--- src/logic/tape_datapath_regs.svh ---
`ifndef TAPE_DATAPATH_REGS_SVH
`define TAPE_DATAPATH_REGS_SVH

// Register byte addresses on the APB port
`define TDP_COUNTER_ADDR   12'h000
`define TDP_ADDRESS_ADDR   12'h004
`define TDP_BUFFER_ADDR    12'h008
`define TDP_CONTROL_ADDR   12'h00C
`define TDP_STATUS_ADDR    12'h010

// Control register fields
`define TDP_CTL_OP_LSB     0
`define TDP_CTL_OP_MSB     1
`define TDP_CTL_DEN5_BIT   2
`define TDP_CTL_DEN8_BIT   3
`define TDP_CTL_GO_BIT     4

// Address register extended bits
`define TDP_EXT16_BIT      16
`define TDP_EXT17_BIT      17

// Status register fields
`define TDP_ST_OVERFLOW    0
`define TDP_ST_RLE         1
`define TDP_ST_ERROR       2
`define TDP_ST_READY       3
`define TDP_ST_BYTE_SEL    4
`define TDP_ST_EVEN_CHAR   5
`define TDP_ST_SECOND_CHAR 6
`define TDP_ST_WDR         7

// Reset values
`define TDP_COUNTER_RESET  16'h0000
`define TDP_ADDRESS_RESET  16'h0000
`define TDP_BUFFER_RESET   8'h00
`define TDP_READY_RESET    1'b1

`endif

--- src/logic/tape_datapath_pkg.sv ---
package tape_datapath_pkg;

    // Operation class selected by software
    typedef enum logic [1:0] {
        OP_IDLE,
        OP_READ,
        OP_WRITE,
        OP_SPACE
    } tape_op_e;

endpackage

--- src/logic/tape_step_counter.sv ---
`timescale 1ns/1ps
`default_nettype none

// Loadable up-counter; wrap_o flags the step from all ones to zero
module tape_step_counter #(
    parameter int WIDTH = 16
) (
    input  wire logic             clock_i,
    input  wire logic             reset_i,
    input  wire logic             load_i,
    input  wire logic [WIDTH-1:0] load_value_i,
    input  wire logic             step_i,
    input  wire logic [WIDTH-1:0] reset_value_i,
    output logic      [WIDTH-1:0] value_o,
    output logic                  wrap_o
);

    logic [WIDTH-1:0] value_ff;
    logic [WIDTH-1:0] nxt_value;

    // Load wins over a step arriving in the same cycle
    assign nxt_value = load_i ? load_value_i
                     : step_i ? value_ff + {{(WIDTH-1){1'b0}}, 1'b1}
                     : value_ff;
    assign wrap_o    = step_i && !load_i && (&value_ff);
    assign value_o   = value_ff;

    always_ff @(posedge clock_i)
    begin
        if (reset_i)
            value_ff <= reset_value_i;
        else
            value_ff <= nxt_value;
    end

endmodule

`default_nettype wire

--- src/logic/tape_byte_count_address_buffer.sv ---
`timescale 1ns/1ps
`default_nettype none
`include "tape_datapath_regs.svh"

////////////////////////////////////////////////////////////////////////////
module tape_byte_count_address_buffer (
    input  wire logic        clock_i,
    input  wire logic        reset_i,
    // APB slave
    input  wire logic        psel_i,
    input  wire logic        penable_i,
    input  wire logic        pwrite_i,
    input  wire logic [11:0] paddr_i,
    input  wire logic [31:0] pwdata_i,
    output logic      [31:0] prdata_o,
    output logic             pready_o,
    output logic             pslverr_o,
    // Memory transfer side, same clock
    input  wire logic        transfer_done_i,
    input  wire logic        mem_data_valid_i,
    input  wire logic [15:0] mem_rdata_i,
    output logic      [17:0] mem_address_o,
    output logic      [15:0] mem_wdata_o,
    output logic             high_byte_select_o,
    output logic             low_byte_select_o,
    // Tape transport pins, asynchronous
    input  wire logic        write_strobe_i,
    input  wire logic        read_strobe_i,
    input  wire logic        crc_char_strobe_i,
    input  wire logic        check_char_strobe_i,
    input  wire logic        settle_down_i,
    input  wire logic        end_of_file_i,
    input  wire logic        seven_channel_i,
    input  wire logic        op_complete_i,
    input  wire logic [7:0]  tape_read_data_i,
    output logic      [7:0]  tape_write_line_o,
    output logic             write_data_ready_line_o,
    output logic             go_pulse_o,
    output logic             controller_ready_o
);

    ////////////////////////////////////////////////////////////////////////
    // Pin synchronisers: ff1 is read only by ff2
    localparam int NPIN = 16;
    logic [NPIN-1:0] pin_raw;
    logic [NPIN-1:0] pin_s1_ff;
    logic [NPIN-1:0] pin_s2_ff;
    logic [NPIN-1:0] pin_s3_ff;

    assign pin_raw = {tape_read_data_i, op_complete_i, seven_channel_i,
                      end_of_file_i, settle_down_i, check_char_strobe_i,
                      crc_char_strobe_i, read_strobe_i, write_strobe_i};

    always_ff @(posedge clock_i)
    begin
        if (reset_i)
        begin
            pin_s1_ff <= '0;
            pin_s2_ff <= '0;
            pin_s3_ff <= '0;
        end
        else
        begin
            pin_s1_ff <= pin_raw;
            pin_s2_ff <= pin_s1_ff;
            pin_s3_ff <= pin_s2_ff;
        end
    end

    // Strobes act once, on their rising edge; the CRC strobe acts only as a level, the check strobe also as a level
    wire       wr_stb_rise  = pin_s2_ff[0] && !pin_s3_ff[0];
    wire       rd_stb_rise  = pin_s2_ff[1] && !pin_s3_ff[1];
    wire       crc_present  = pin_s2_ff[2];
    wire       chk_present  = pin_s2_ff[3];
    wire       chk_rise     = pin_s2_ff[3] && !pin_s3_ff[3];
    wire       settle_rise  = pin_s2_ff[4] && !pin_s3_ff[4];
    wire       eof_seen     = pin_s2_ff[5];
    wire       seven_chan   = pin_s2_ff[6];
    wire       done_rise    = pin_s2_ff[7] && !pin_s3_ff[7];
    wire [7:0] tape_chan    = pin_s2_ff[15:8];

    ////////////////////////////////////////////////////////////////////////
    // APB decode; zero wait states, writes take effect in access phase
    wire setup_phase = psel_i && !penable_i;
    wire access_wr   = psel_i && penable_i && pwrite_i;
    wire hit_counter = paddr_i == `TDP_COUNTER_ADDR;
    wire hit_address = paddr_i == `TDP_ADDRESS_ADDR;
    wire hit_buffer  = paddr_i == `TDP_BUFFER_ADDR;
    wire hit_control = paddr_i == `TDP_CONTROL_ADDR;
    wire hit_status  = paddr_i == `TDP_STATUS_ADDR;
    wire hit_any     = hit_counter || hit_address || hit_buffer
                    || hit_control || hit_status;
    wire wr_counter  = access_wr && hit_counter;
    wire wr_address  = access_wr && hit_address;
    wire wr_buffer   = access_wr && hit_buffer;
    wire wr_control  = access_wr && hit_control;
    wire sw_go       = wr_control && pwdata_i[`TDP_CTL_GO_BIT];

    ////////////////////////////////////////////////////////////////////////
    // Control register
    tape_datapath_pkg::tape_op_e op_ff;
    logic                        den5_ff;
    logic                        den8_ff;

    always_ff @(posedge clock_i)
    begin
        if (reset_i)
        begin
            op_ff   <= tape_datapath_pkg::OP_IDLE;
            den5_ff <= 1'b0;
            den8_ff <= 1'b0;
        end
        else if (wr_control)
        begin
            op_ff   <= tape_datapath_pkg::tape_op_e'(
                pwdata_i[`TDP_CTL_OP_MSB:`TDP_CTL_OP_LSB]);
            den5_ff <= pwdata_i[`TDP_CTL_DEN5_BIT];
            den8_ff <= pwdata_i[`TDP_CTL_DEN8_BIT];
        end
    end

    wire op_read  = op_ff == tape_datapath_pkg::OP_READ;
    wire op_write = op_ff == tape_datapath_pkg::OP_WRITE;
    wire op_space = op_ff == tape_datapath_pkg::OP_SPACE;
    wire core_dump = seven_chan && den8_ff && den5_ff;

    ////////////////////////////////////////////////////////////////////////
    // Byte/record counter and current address
    logic [15:0] count_value;
    logic        count_wrap;
    logic [15:0] addr_value;
    logic        addr_wrap;

    // Data ops count transferred bytes, spacing counts records
    wire count_step = ((op_read || op_write) && transfer_done_i)
                   || (op_space && chk_rise);

    tape_step_counter #(.WIDTH(16)) u_count (
        .clock_i       (clock_i),
        .reset_i       (reset_i),
        .load_i        (wr_counter),
        .load_value_i  (pwdata_i[15:0]),
        .step_i        (count_step),
        .reset_value_i (`TDP_COUNTER_RESET),
        .value_o       (count_value),
        .wrap_o        (count_wrap)
    );

    tape_step_counter #(.WIDTH(16)) u_addr (
        .clock_i       (clock_i),
        .reset_i       (reset_i),
        .load_i        (wr_address),
        .load_value_i  (pwdata_i[15:0]),
        .step_i        (transfer_done_i),
        .reset_value_i (`TDP_ADDRESS_RESET),
        .value_o       (addr_value),
        .wrap_o        (addr_wrap)
    );

    ////////////////////////////////////////////////////////////////////////
    // Sticky flags; a hardware set wins over a clear in the same cycle
    logic ext16_ff;
    logic ext17_ff;
    logic overflow_ff;
    logic rle_ff;
    logic error_ff;
    logic ready_ff;
    logic wdr_ff;

    wire clear_go   = sw_go;
    wire rle_set    = op_read && rd_stb_rise && overflow_ff
                   && !crc_present && !chk_present;
    wire err_set    = rle_ff && chk_rise;
    wire ready_set  = (op_space && count_wrap) || done_rise;
    wire wdr_drop   = wdr_ff && wr_stb_rise && overflow_ff;

    always_ff @(posedge clock_i)
    begin
        if (reset_i)
        begin
            ext16_ff    <= 1'b0;
            ext17_ff    <= 1'b0;
            overflow_ff <= 1'b0;
            rle_ff      <= 1'b0;
            error_ff    <= 1'b0;
            ready_ff    <= `TDP_READY_RESET;
            wdr_ff      <= 1'b0;
        end
        else
        begin
            if (addr_wrap && ext16_ff)
                ext17_ff <= 1'b1;
            else if (wr_address)
                ext17_ff <= pwdata_i[`TDP_EXT17_BIT];
            if (addr_wrap)
                ext16_ff <= 1'b1;
            else if (wr_address)
                ext16_ff <= pwdata_i[`TDP_EXT16_BIT];
            if (count_wrap)
                overflow_ff <= 1'b1;
            else if (clear_go)
                overflow_ff <= 1'b0;
            if (rle_set)
                rle_ff <= 1'b1;
            else if (clear_go)
                rle_ff <= 1'b0;
            if (err_set)
                error_ff <= 1'b1;
            else if (clear_go)
                error_ff <= 1'b0;
            if (ready_set)
                ready_ff <= 1'b1;
            else if (clear_go)
                ready_ff <= 1'b0;
            // Ready line rises with go of a write, falls past the end
            if (wdr_drop)
                wdr_ff <= 1'b0;
            else if (clear_go)
                wdr_ff <= pwdata_i[`TDP_CTL_OP_MSB:`TDP_CTL_OP_LSB]
                          == 2'(tape_datapath_pkg::OP_WRITE);
        end
    end

    ////////////////////////////////////////////////////////////////////////
    // Byte select: loaded from D00, toggles per transfer, held at zero while ready
    logic byte_sel_ff;
    logic nxt_byte_sel;

    always_comb
    begin
        nxt_byte_sel = byte_sel_ff;
        if (wr_address)
            nxt_byte_sel = pwdata_i[0];
        else if (transfer_done_i)
            nxt_byte_sel = !byte_sel_ff;
        if (ready_ff)
            nxt_byte_sel = 1'b0;
    end

    always_ff @(posedge clock_i)
    begin
        if (reset_i)
            byte_sel_ff <= 1'b0;
        else
            byte_sel_ff <= nxt_byte_sel;
    end

    ////////////////////////////////////////////////////////////////////////
    // Data buffer input: bus bytes on write, tape characters on read
    logic [7:0] buffer_ff;
    logic [7:0] nxt_buffer;
    logic       second_char_ff;
    logic       even_char_ff;

    wire read_char     = op_read && rd_stb_rise;
    // Packed second character keeps the low half
    wire low_half_strobe  = read_char && !(core_dump && second_char_ff);
    wire high_half_strobe = read_char;
    wire [3:0] high_source = (core_dump && second_char_ff)
                           ? tape_chan[3:0] : tape_chan[7:4];
    wire [7:0] bus_byte    = byte_sel_ff ? mem_rdata_i[15:8]
                                         : mem_rdata_i[7:0];

    always_comb
    begin
        nxt_buffer = buffer_ff;
        if (wr_buffer)
            nxt_buffer = pwdata_i[7:0];
        else if (op_write && mem_data_valid_i)
            nxt_buffer = bus_byte;
        else
        begin
            if (low_half_strobe)
                nxt_buffer[3:0] = tape_chan[3:0];
            if (high_half_strobe)
                nxt_buffer[7:4] = high_source;
        end
    end

    always_ff @(posedge clock_i)
    begin
        if (reset_i)
        begin
            buffer_ff      <= `TDP_BUFFER_RESET;
            second_char_ff <= 1'b0;
            even_char_ff   <= 1'b0;
        end
        else
        begin
            buffer_ff <= nxt_buffer;
            if (clear_go)
                second_char_ff <= 1'b0;
            else if (read_char && core_dump)
                second_char_ff <= !second_char_ff;
            // Set by one write strobe, cleared by the next
            if (clear_go)
                even_char_ff <= 1'b0;
            else if (op_write && wr_stb_rise && core_dump)
                even_char_ff <= !even_char_ff;
        end
    end

    ////////////////////////////////////////////////////////////////////////
    // Tape write lines: line i takes buffer bit 7-i
    logic [7:0] reversed_buffer;
    logic [7:0] nxt_write_line;

    genvar gi;
    generate
        for (gi = 0; gi < 8; gi++)
        begin : g_rev
            assign reversed_buffer[gi] = buffer_ff[7-gi];
        end
    endgenerate

    // Packed mode uses the upper four lines only
    assign nxt_write_line = !core_dump ? reversed_buffer
                          : even_char_ff
                          ? {reversed_buffer[7:4], 4'h0}
                          : {reversed_buffer[3:0], 4'h0};

    ////////////////////////////////////////////////////////////////////////
    // Respace go: once per settle period while records remain and no file mark is seen
    wire respace_go = op_space && settle_rise && (count_value != 16'h0000)
                   && !eof_seen;

    wire [15:0] nxt_mem_wdata = byte_sel_ff ? {buffer_ff, 8'h00}
                                            : {8'h00, buffer_ff};

    wire [31:0] status_word = {24'h00_0000, wdr_ff, second_char_ff,
                               even_char_ff, byte_sel_ff, ready_ff,
                               error_ff, rle_ff, overflow_ff};
    wire [31:0] rd_mux = hit_counter ? {16'h0000, count_value}
                       : hit_address ? {14'h0000, ext17_ff, ext16_ff,
                                        addr_value}
                       : hit_buffer  ? {24'h00_0000, buffer_ff}
                       : hit_control ? {27'h000_0000, 1'b0, den8_ff,
                                        den5_ff, op_ff}
                       : hit_status  ? status_word
                       : 32'h0000_0000;

    ////////////////////////////////////////////////////////////////////////
    // Output registers
    always_ff @(posedge clock_i)
    begin
        if (reset_i)
        begin
            prdata_o                <= 32'h0000_0000;
            pready_o                <= 1'b0;
            pslverr_o               <= 1'b0;
            mem_address_o           <= 18'h0_0000;
            mem_wdata_o             <= 16'h0000;
            high_byte_select_o      <= 1'b0;
            low_byte_select_o       <= 1'b0;
            tape_write_line_o       <= 8'h00;
            write_data_ready_line_o <= 1'b0;
            go_pulse_o              <= 1'b0;
            controller_ready_o      <= 1'b0;
        end
        else
        begin
            // Answer is prepared in setup so access sees it at once
            if (setup_phase)
            begin
                prdata_o  <= pwrite_i ? 32'h0000_0000 : rd_mux;
                pslverr_o <= !hit_any;
            end
            pready_o                <= 1'b1;
            mem_address_o           <= {ext17_ff, ext16_ff, addr_value};
            mem_wdata_o             <= nxt_mem_wdata;
            high_byte_select_o      <= byte_sel_ff;
            low_byte_select_o       <= !byte_sel_ff;
            tape_write_line_o       <= nxt_write_line;
            write_data_ready_line_o <= wdr_ff;
            go_pulse_o              <= sw_go || respace_go;
            controller_ready_o      <= ready_ff;
        end
    end

endmodule

`default_nettype wire

--- config.mk ---
export PLATFORM = sky130hd
export DESIGN_NAME = tape_byte_count_address_buffer
export DESIGN_NICKNAME = d
export VERILOG_FILES = /design/src/logic/tape_datapath_pkg.sv /design/src/logic/tape_step_counter.sv /design/src/logic/tape_byte_count_address_buffer.sv
export VERILOG_INCLUDE_DIRS = /design/src /design/src/logic
export SDC_FILE = /design/constraint.sdc
export NUM_CORES = 1
export LEC_CHECK = 0
export BUFFER_PORTS_ARGS = -buffer_cell sky130_fd_sc_hd__buf_4
export CORE_ASPECT_RATIO = 0.9
export CORE_UTILIZATION = 35
export CTS_BUF_LIST = sky130_fd_sc_hd__clkbuf_16
export CTS_CLUSTER_SIZE = 25
export DETAILED_ROUTE_END_ITERATION = 10
export GPL_TIMING_DRIVEN = 0
export MAX_ROUTING_LAYER = met4
export PLACE_DENSITY_LB_ADDON = 0.15
export SETUP_SLACK_MARGIN = 0.02
export SYNTH_ARGS = -nofsm -noshare
export SYNTH_HDL_FRONTEND = slang
export SYNTH_HIERARCHICAL = 1
export SYNTH_SLANG_ARGS = --single-unit
--- constraint.sdc ---
create_clock -name clock_i -period 2.32 [get_ports clock_i]
set_input_delay 0 -clock clock_i [delete_from_list [all_inputs] [get_ports clock_i]]
set_output_delay 0 -clock clock_i [all_outputs]
set_load 0.01 [all_outputs]
# Yosys cells after proc, flatten, opt, wreduce, memory -nomap -nowiden

Index checks and enable logic that the tools add are counted.

Word-level logic and storage cells: 154
Register bits: 175
Output and inout bits: 81
Bits of input ports: 83

Reduce and logical (&&, ||, !) cells: 82
Multiplexer cells: 29
Bitwise operators: 1
Equality and inequality tests: 8
Add/sub/neg operators: 2

Operators by type and width:

| cell                  | count |
|---|---|
| $mux 16               | 4 |
| $mux 8                | 8 |
| $mux 18               | 3 |
| $logic_and 1x1->1     | 39 |
| $add 16x1->16 const B | 2 |
| $reduce_and 16->1     | 2 |
| $eq 12x4->1 const B   | 2 |
| $logic_not 1->1       | 16 |
| $reduce_bool 16->1    | 1 |
| $reduce_bool 2->1     | 7 |
| $eq 12x3->1 const B   | 1 |
| $eq 12x5->1 const B   | 1 |
| $logic_not 12->1      | 1 |
| $mux 4                | 3 |
| $reduce_or 2->1       | 6 |
| $mux 1                | 11 |
| $logic_or 1x1->1      | 8 |
| $eq 2x2->1 const B    | 3 |
| $reduce_bool 3->1     | 2 |
| $eq 2x1->1 const B    | 1 |
| $not 1->1             | 1 |

# Logic depth before layout (Yosys ltp)

Word-level depth: 9
Mapped depth: 9
Gate-level depth less buffers: 7

# By module

The synthesis kept the hierarchy.

By module, submodules not included:

| module                         | instances | area each (um2) | cells each | seq. area each (um2) |
|---|---|---|---|---|
| tape_byte_count_address_buffer | 1         | 4745.8          | 479        | 2522.4 |
| tape_step_counter              | 2         | 1042.2          | 105        | 480.5 |

# Worst setup path before layout

OpenSTA, ideal clock, no wires.

Kind: input-to-reg
Start point: input paddr_i[10]
End point: register u_addr.value_ff[0], in the netlist u_addr/value_o[0], enable pin
Buffers on the path: 2
Required time: 1.948 ns
Library setup time: 0.372 ns
Arrival time: 1.750 ns
Stages: 7
Slack: 0.199 ns
Path through: nor4_4 -> and4_1 -> buf_4 -> nand3_1 -> inv_1 -> clkbuf_1 -> or3_1

Longest elaborated chain between the ends: 3

Ends and longest elaborated chain:

| item                               | line                                 | source |
|---|---|---|
| from (decl)                        | tape_byte_count_address_buffer.sv:13 | `input wire logic [11:0] paddr_i,` |
| $eq 12x3->1 (no source line)       | n/a                                  |  |
| $logic_and 1x1->1                  | tape_byte_count_address_buffer.sv:94 | `wire wr_address = access_wr && hit_address;` |
| named net wr_address               | tape_byte_count_address_buffer.sv:94 |  |
| $reduce_bool 2->1 (no source line) | n/a                                  |  |
| to (signal assigned)               | tape_step_counter.sv:31              | `value_ff <= reset_value_i;` |
| to (signal assigned)               | tape_step_counter.sv:33              | `value_ff <= nxt_value;` |
| to (decl)                          | tape_step_counter.sv:18              | `logic [WIDTH-1:0] value_ff;` |

The timed path passes the listed nets, and every way through them passes these cells.
A chain may end at the register's enable or synchronous reset.

# Final worst setup path

Start point: register op_ff[1]
End point: register buffer_ff[4]

Longest elaborated chain between the ends: 4
Elaborated cells on any way between the ends: 7
Classes of those cells: eq/ne (2); mux (2); reduce/logical (3)

Ends and longest elaborated chain:

| item                   | line                                  | source |
|---|---|---|
| from (decl)            | tape_byte_count_address_buffer.sv:101 | `tape_datapath_pkg::tape_op_e op_ff;` |
| from (signal assigned) | tape_byte_count_address_buffer.sv:109 | `op_ff <= tape_datapath_pkg::OP_IDLE;` |
| from (signal assigned) | tape_byte_count_address_buffer.sv:115 | `op_ff <= tape_datapath_pkg::tape_op_e'(` |
| $eq 2x2->1             | tape_byte_count_address_buffer.sv:123 | `wire op_write = op_ff == tape_datapath_pkg::OP_WRITE;` |
| $logic_and 1x1->1      | tape_byte_count_address_buffer.sv:269 | `else if (op_write && mem_data_valid_i)` |
| $mux 8                 | tape_byte_count_address_buffer.sv:269 |  |
| $mux 8                 | tape_byte_count_address_buffer.sv:267 | `if (wr_buffer)` |
| to (signal assigned)   | tape_byte_count_address_buffer.sv:284 | `` buffer_ff <= `TDP_BUFFER_RESET; `` |
| to (signal assigned)   | tape_byte_count_address_buffer.sv:290 | `buffer_ff <= nxt_buffer;` |
| to (decl)              | tape_byte_count_address_buffer.sv:250 | `logic [7:0] buffer_ff;` |

Parallel ways exist; a longest one is shown, timed or not.

==> reports/qor.csv <==
metric,value,unit
status,completed,
endpoint_kind,register,
routedWlPerCell,16.6,um
synth_top_cells_by_area,"dfxtp_1 37%, edfxtp_1 14%, nor2b_1 6.2%",
preCtsSetupSlack,-706,ps
synth_flop_cell,dfxtp_1,
routabilityCongestion,0.868,
cts_tree,yes,
die_x,149,um
antenna_found_initial,0,
clkLatencyLatePin,430,ps
hold_slack,4.76,ps
num_rows,48,
areaGrowthSynthToFinish,37.1,%
cts_buffers,17,
fp.dieArea,20100,um2
critical_path_required,2630,ps
fillCellCount,1848,
vdd_drop_max,0.000448,V
arrival,2480,ps
worst_slew_pin_slew,866,ps
routed_via_density,4.80,
period_needed,2160,ps
track_usage,21.1,%
yosysTopAreaCell,dfxtp_1,
avgSynthCellArea,9.91,um2
synthArstFlopShare,0,%
fin_setup_tns,0,ps
max_slew_margin,41.7,%
p_per_area,671,nW/um2
path_class,reg2reg,
clock_skew,9.14,ps
grt_pass1_wl,30600,um
drive_gt1_share,23.9,%
syn_inst,689,
clock-sinks,158,
worstHoldPathType,in2reg,
drt_iter0_drc,325,
layout_setup_ws,157,ps
p_leak,3.89,nW
reg2reg_depth,9,
finalCritPeriodShare,93.2,%
synth_most_common_cell,dfxtp_1,
vias,5740,
cp_max_fo,10,
hold_depth,3,
post_cts_buffers,0,
clk_pin_slew,60,ps
fin_util,48.9,%
rsz0062_at_grt,no,
synth-seq-cells,158,
clock.fmax,462,MHz
hold_violations,0,
grt_max_degree,17,
port_buffers,135,
routed_wl,19900,um
total_power,6.28,mW
drc,0,
drv_cap,0,
seq_area_frac_synth,51.0,%
regArea,3480,um2
ys_warn_count,6,
cts_max_level,4,
io_pins,164,
finalSetupViolations,0,
clk_path_buf_depth,2,
report.final.slew_viol_count,0,
multi_input_area,3260,um2
first_global_vias,5421,
start_util,35.7,%
critical_path.startpoint_type,register,
firstDrtPassIters,5,
ant_nets,0,
core_area,19200,um2
nets,1022,
synth_top_cells_by_count,"126 x dfxtp_1, 68 x nor2b_1, 62 x nand2_1",
n_antenna_cell,0,
fp.dieH,135,um
synth_edf_count,32,
cts_root_buf,clkbuf_16,
overflow,0,
syn_area,6830,um2
synth_cell_types,56,
dp_hpwl,14600,um
synth_top_area_share,36.9,%
## final timing paths
| kind | start | to | slack (ps) |
|---|---|---|---|
| worst max-delay path | op_ff[1]$_SDFFE_PP0N_ | buffer_ff[4]$_SDFFE_PP0P_ | 160 |
| worst min-delay path | pwdata_i[14] | u_addr/value_o[14]$_DFFE_PP_ | 5 |
| worst max register to register | op_ff[1]$_SDFFE_PP0N_ | buffer_ff[4]$_SDFFE_PP0P_ | 160 |
| worst min register to register | pin_s1_ff[6]$_SDFF_PP0_ | pin_s2_ff[6]$_SDFF_PP0_ | 430 |
## metal layers
layer / track usage [%] / wire (um) / vias to the layer above
met5: - / 0 / -
met4: 6.41 / 208 / 0
met2: 29.6 / 8360 / 169
met3: 3.48 / 1020 / 18
met1: 30.7 / 10300 / 2690
li1: - / - / 2863
## stage by stage
step | cells | instance area, um2
final | 1196 | 9360
after global routing | 1196 | 9360
after CTS | 1196 | 9340
after detailed placement | 1119 | 8330
after global placement | 1119 | 8330
after floorplan | 734 | 7000
## cells by family (layout without fill, tap and decap cells)
group | Yosys count | after routing | share of synthesized area [%]
xor gates and xnor gates | 29 | 29 | 3.72
other | 1 | 46 | 0.0549
DFF | 158 | 158 | 51.0
and+or+nand+nor | 260 | 260 | 21.3
adders and majority gates | 5 | 5 | 0.916
muxes | 40 | 40 | 6.12
buffers and inverters | 58 | 270 | 4.07
AOI/OAI and AO/OA | 138 | 138 | 12.8
## where the power goes
group	total, mW	leakage [nW]	internal, mW	switching (mW)
Sequential	3.03	1.35	2.93	0.107
Combinational	0.629	2.27	0.324	0.305
Clock	2.62	0.264	1.47	1.15
## timing repair
action | in CTS | in global routing
endpoints found under the hold margin | 67 | 0
resized for setup | 3 | 13
setup endpoints to repair | 32 | 37
hold buffers | 46 | 0
## layout make-up
type                    instances  share of cell area [%]
plain buffers                  47                    2.58
well taps                     250                    3.34
inverters                      11                   0.441
clock inverters                14                    1.27
multi-input cells             518                    34.9
repair buffers                181                    15.7
clock buffers                  17                    4.54
flip-flops and latches        158                    37.2
## layout by cell type, fill, tap and decap left out, types with 4 or more instances in the layout
cell type / synthesis / final
buf_4: 15 / 150
dfxtp_1: 126 / 125
nor2b_1: 68 / 68
nand2_1: 62 / 61
conb_1: 1 / 46
dlygate4sd3_1: 0 / 46
o21ai_0: 45 / 44
nor2_1: 41 / 41
a22oi_1: 32 / 32
edfxtp_1: 32 / 32
a21oi_1: 31 / 31
mux2i_1: 26 / 26
and2_1: 21 / 21
clkbuf_1: 23 / 19
xor2_1: 18 / 18
clkbuf_16: 0 / 17
nand3_1: 16 / 16
mux2_2: 14 / 14
inv_1: 11 / 12
xnor2_1: 11 / 11
nand4_1: 7 / 7
nor4_1: 8 / 7
buf_1: 6 / 6
o22ai_1: 6 / 6
ha_1: 5 / 5
nor3_1: 5 / 4
clkbuf_2: 0 / 4
a211oi_1: 4 / 4
a22o_1: 4 / 4
and3_2: 4 / 4
## registers in the layout, summed over array words and instances (netlist names), 2 cells and up
signal,count
buffer_ff,8
u_count/value_o,16
op_ff,2
tape_write_line_o,8
mem_address_o,18
mem_wdata_o,16
pin_s3_ff,5
pin_s1_ff,16
u_addr/value_o,16
prdata_o,18
pin_s2_ff,16
## worst max-delay path: stages, from the launching register on
cell	delay [ps]
dfxtp_2	370
inv_1	50
ha_1	170
and3b_1	210
clkbuf_2	210
o21ai_0	170
a21oi_1	70
o21ai_0	170
nand2_1	70
dlygate4sd3_1	550
No activity file was read; power rests on OpenSTA's default activity.
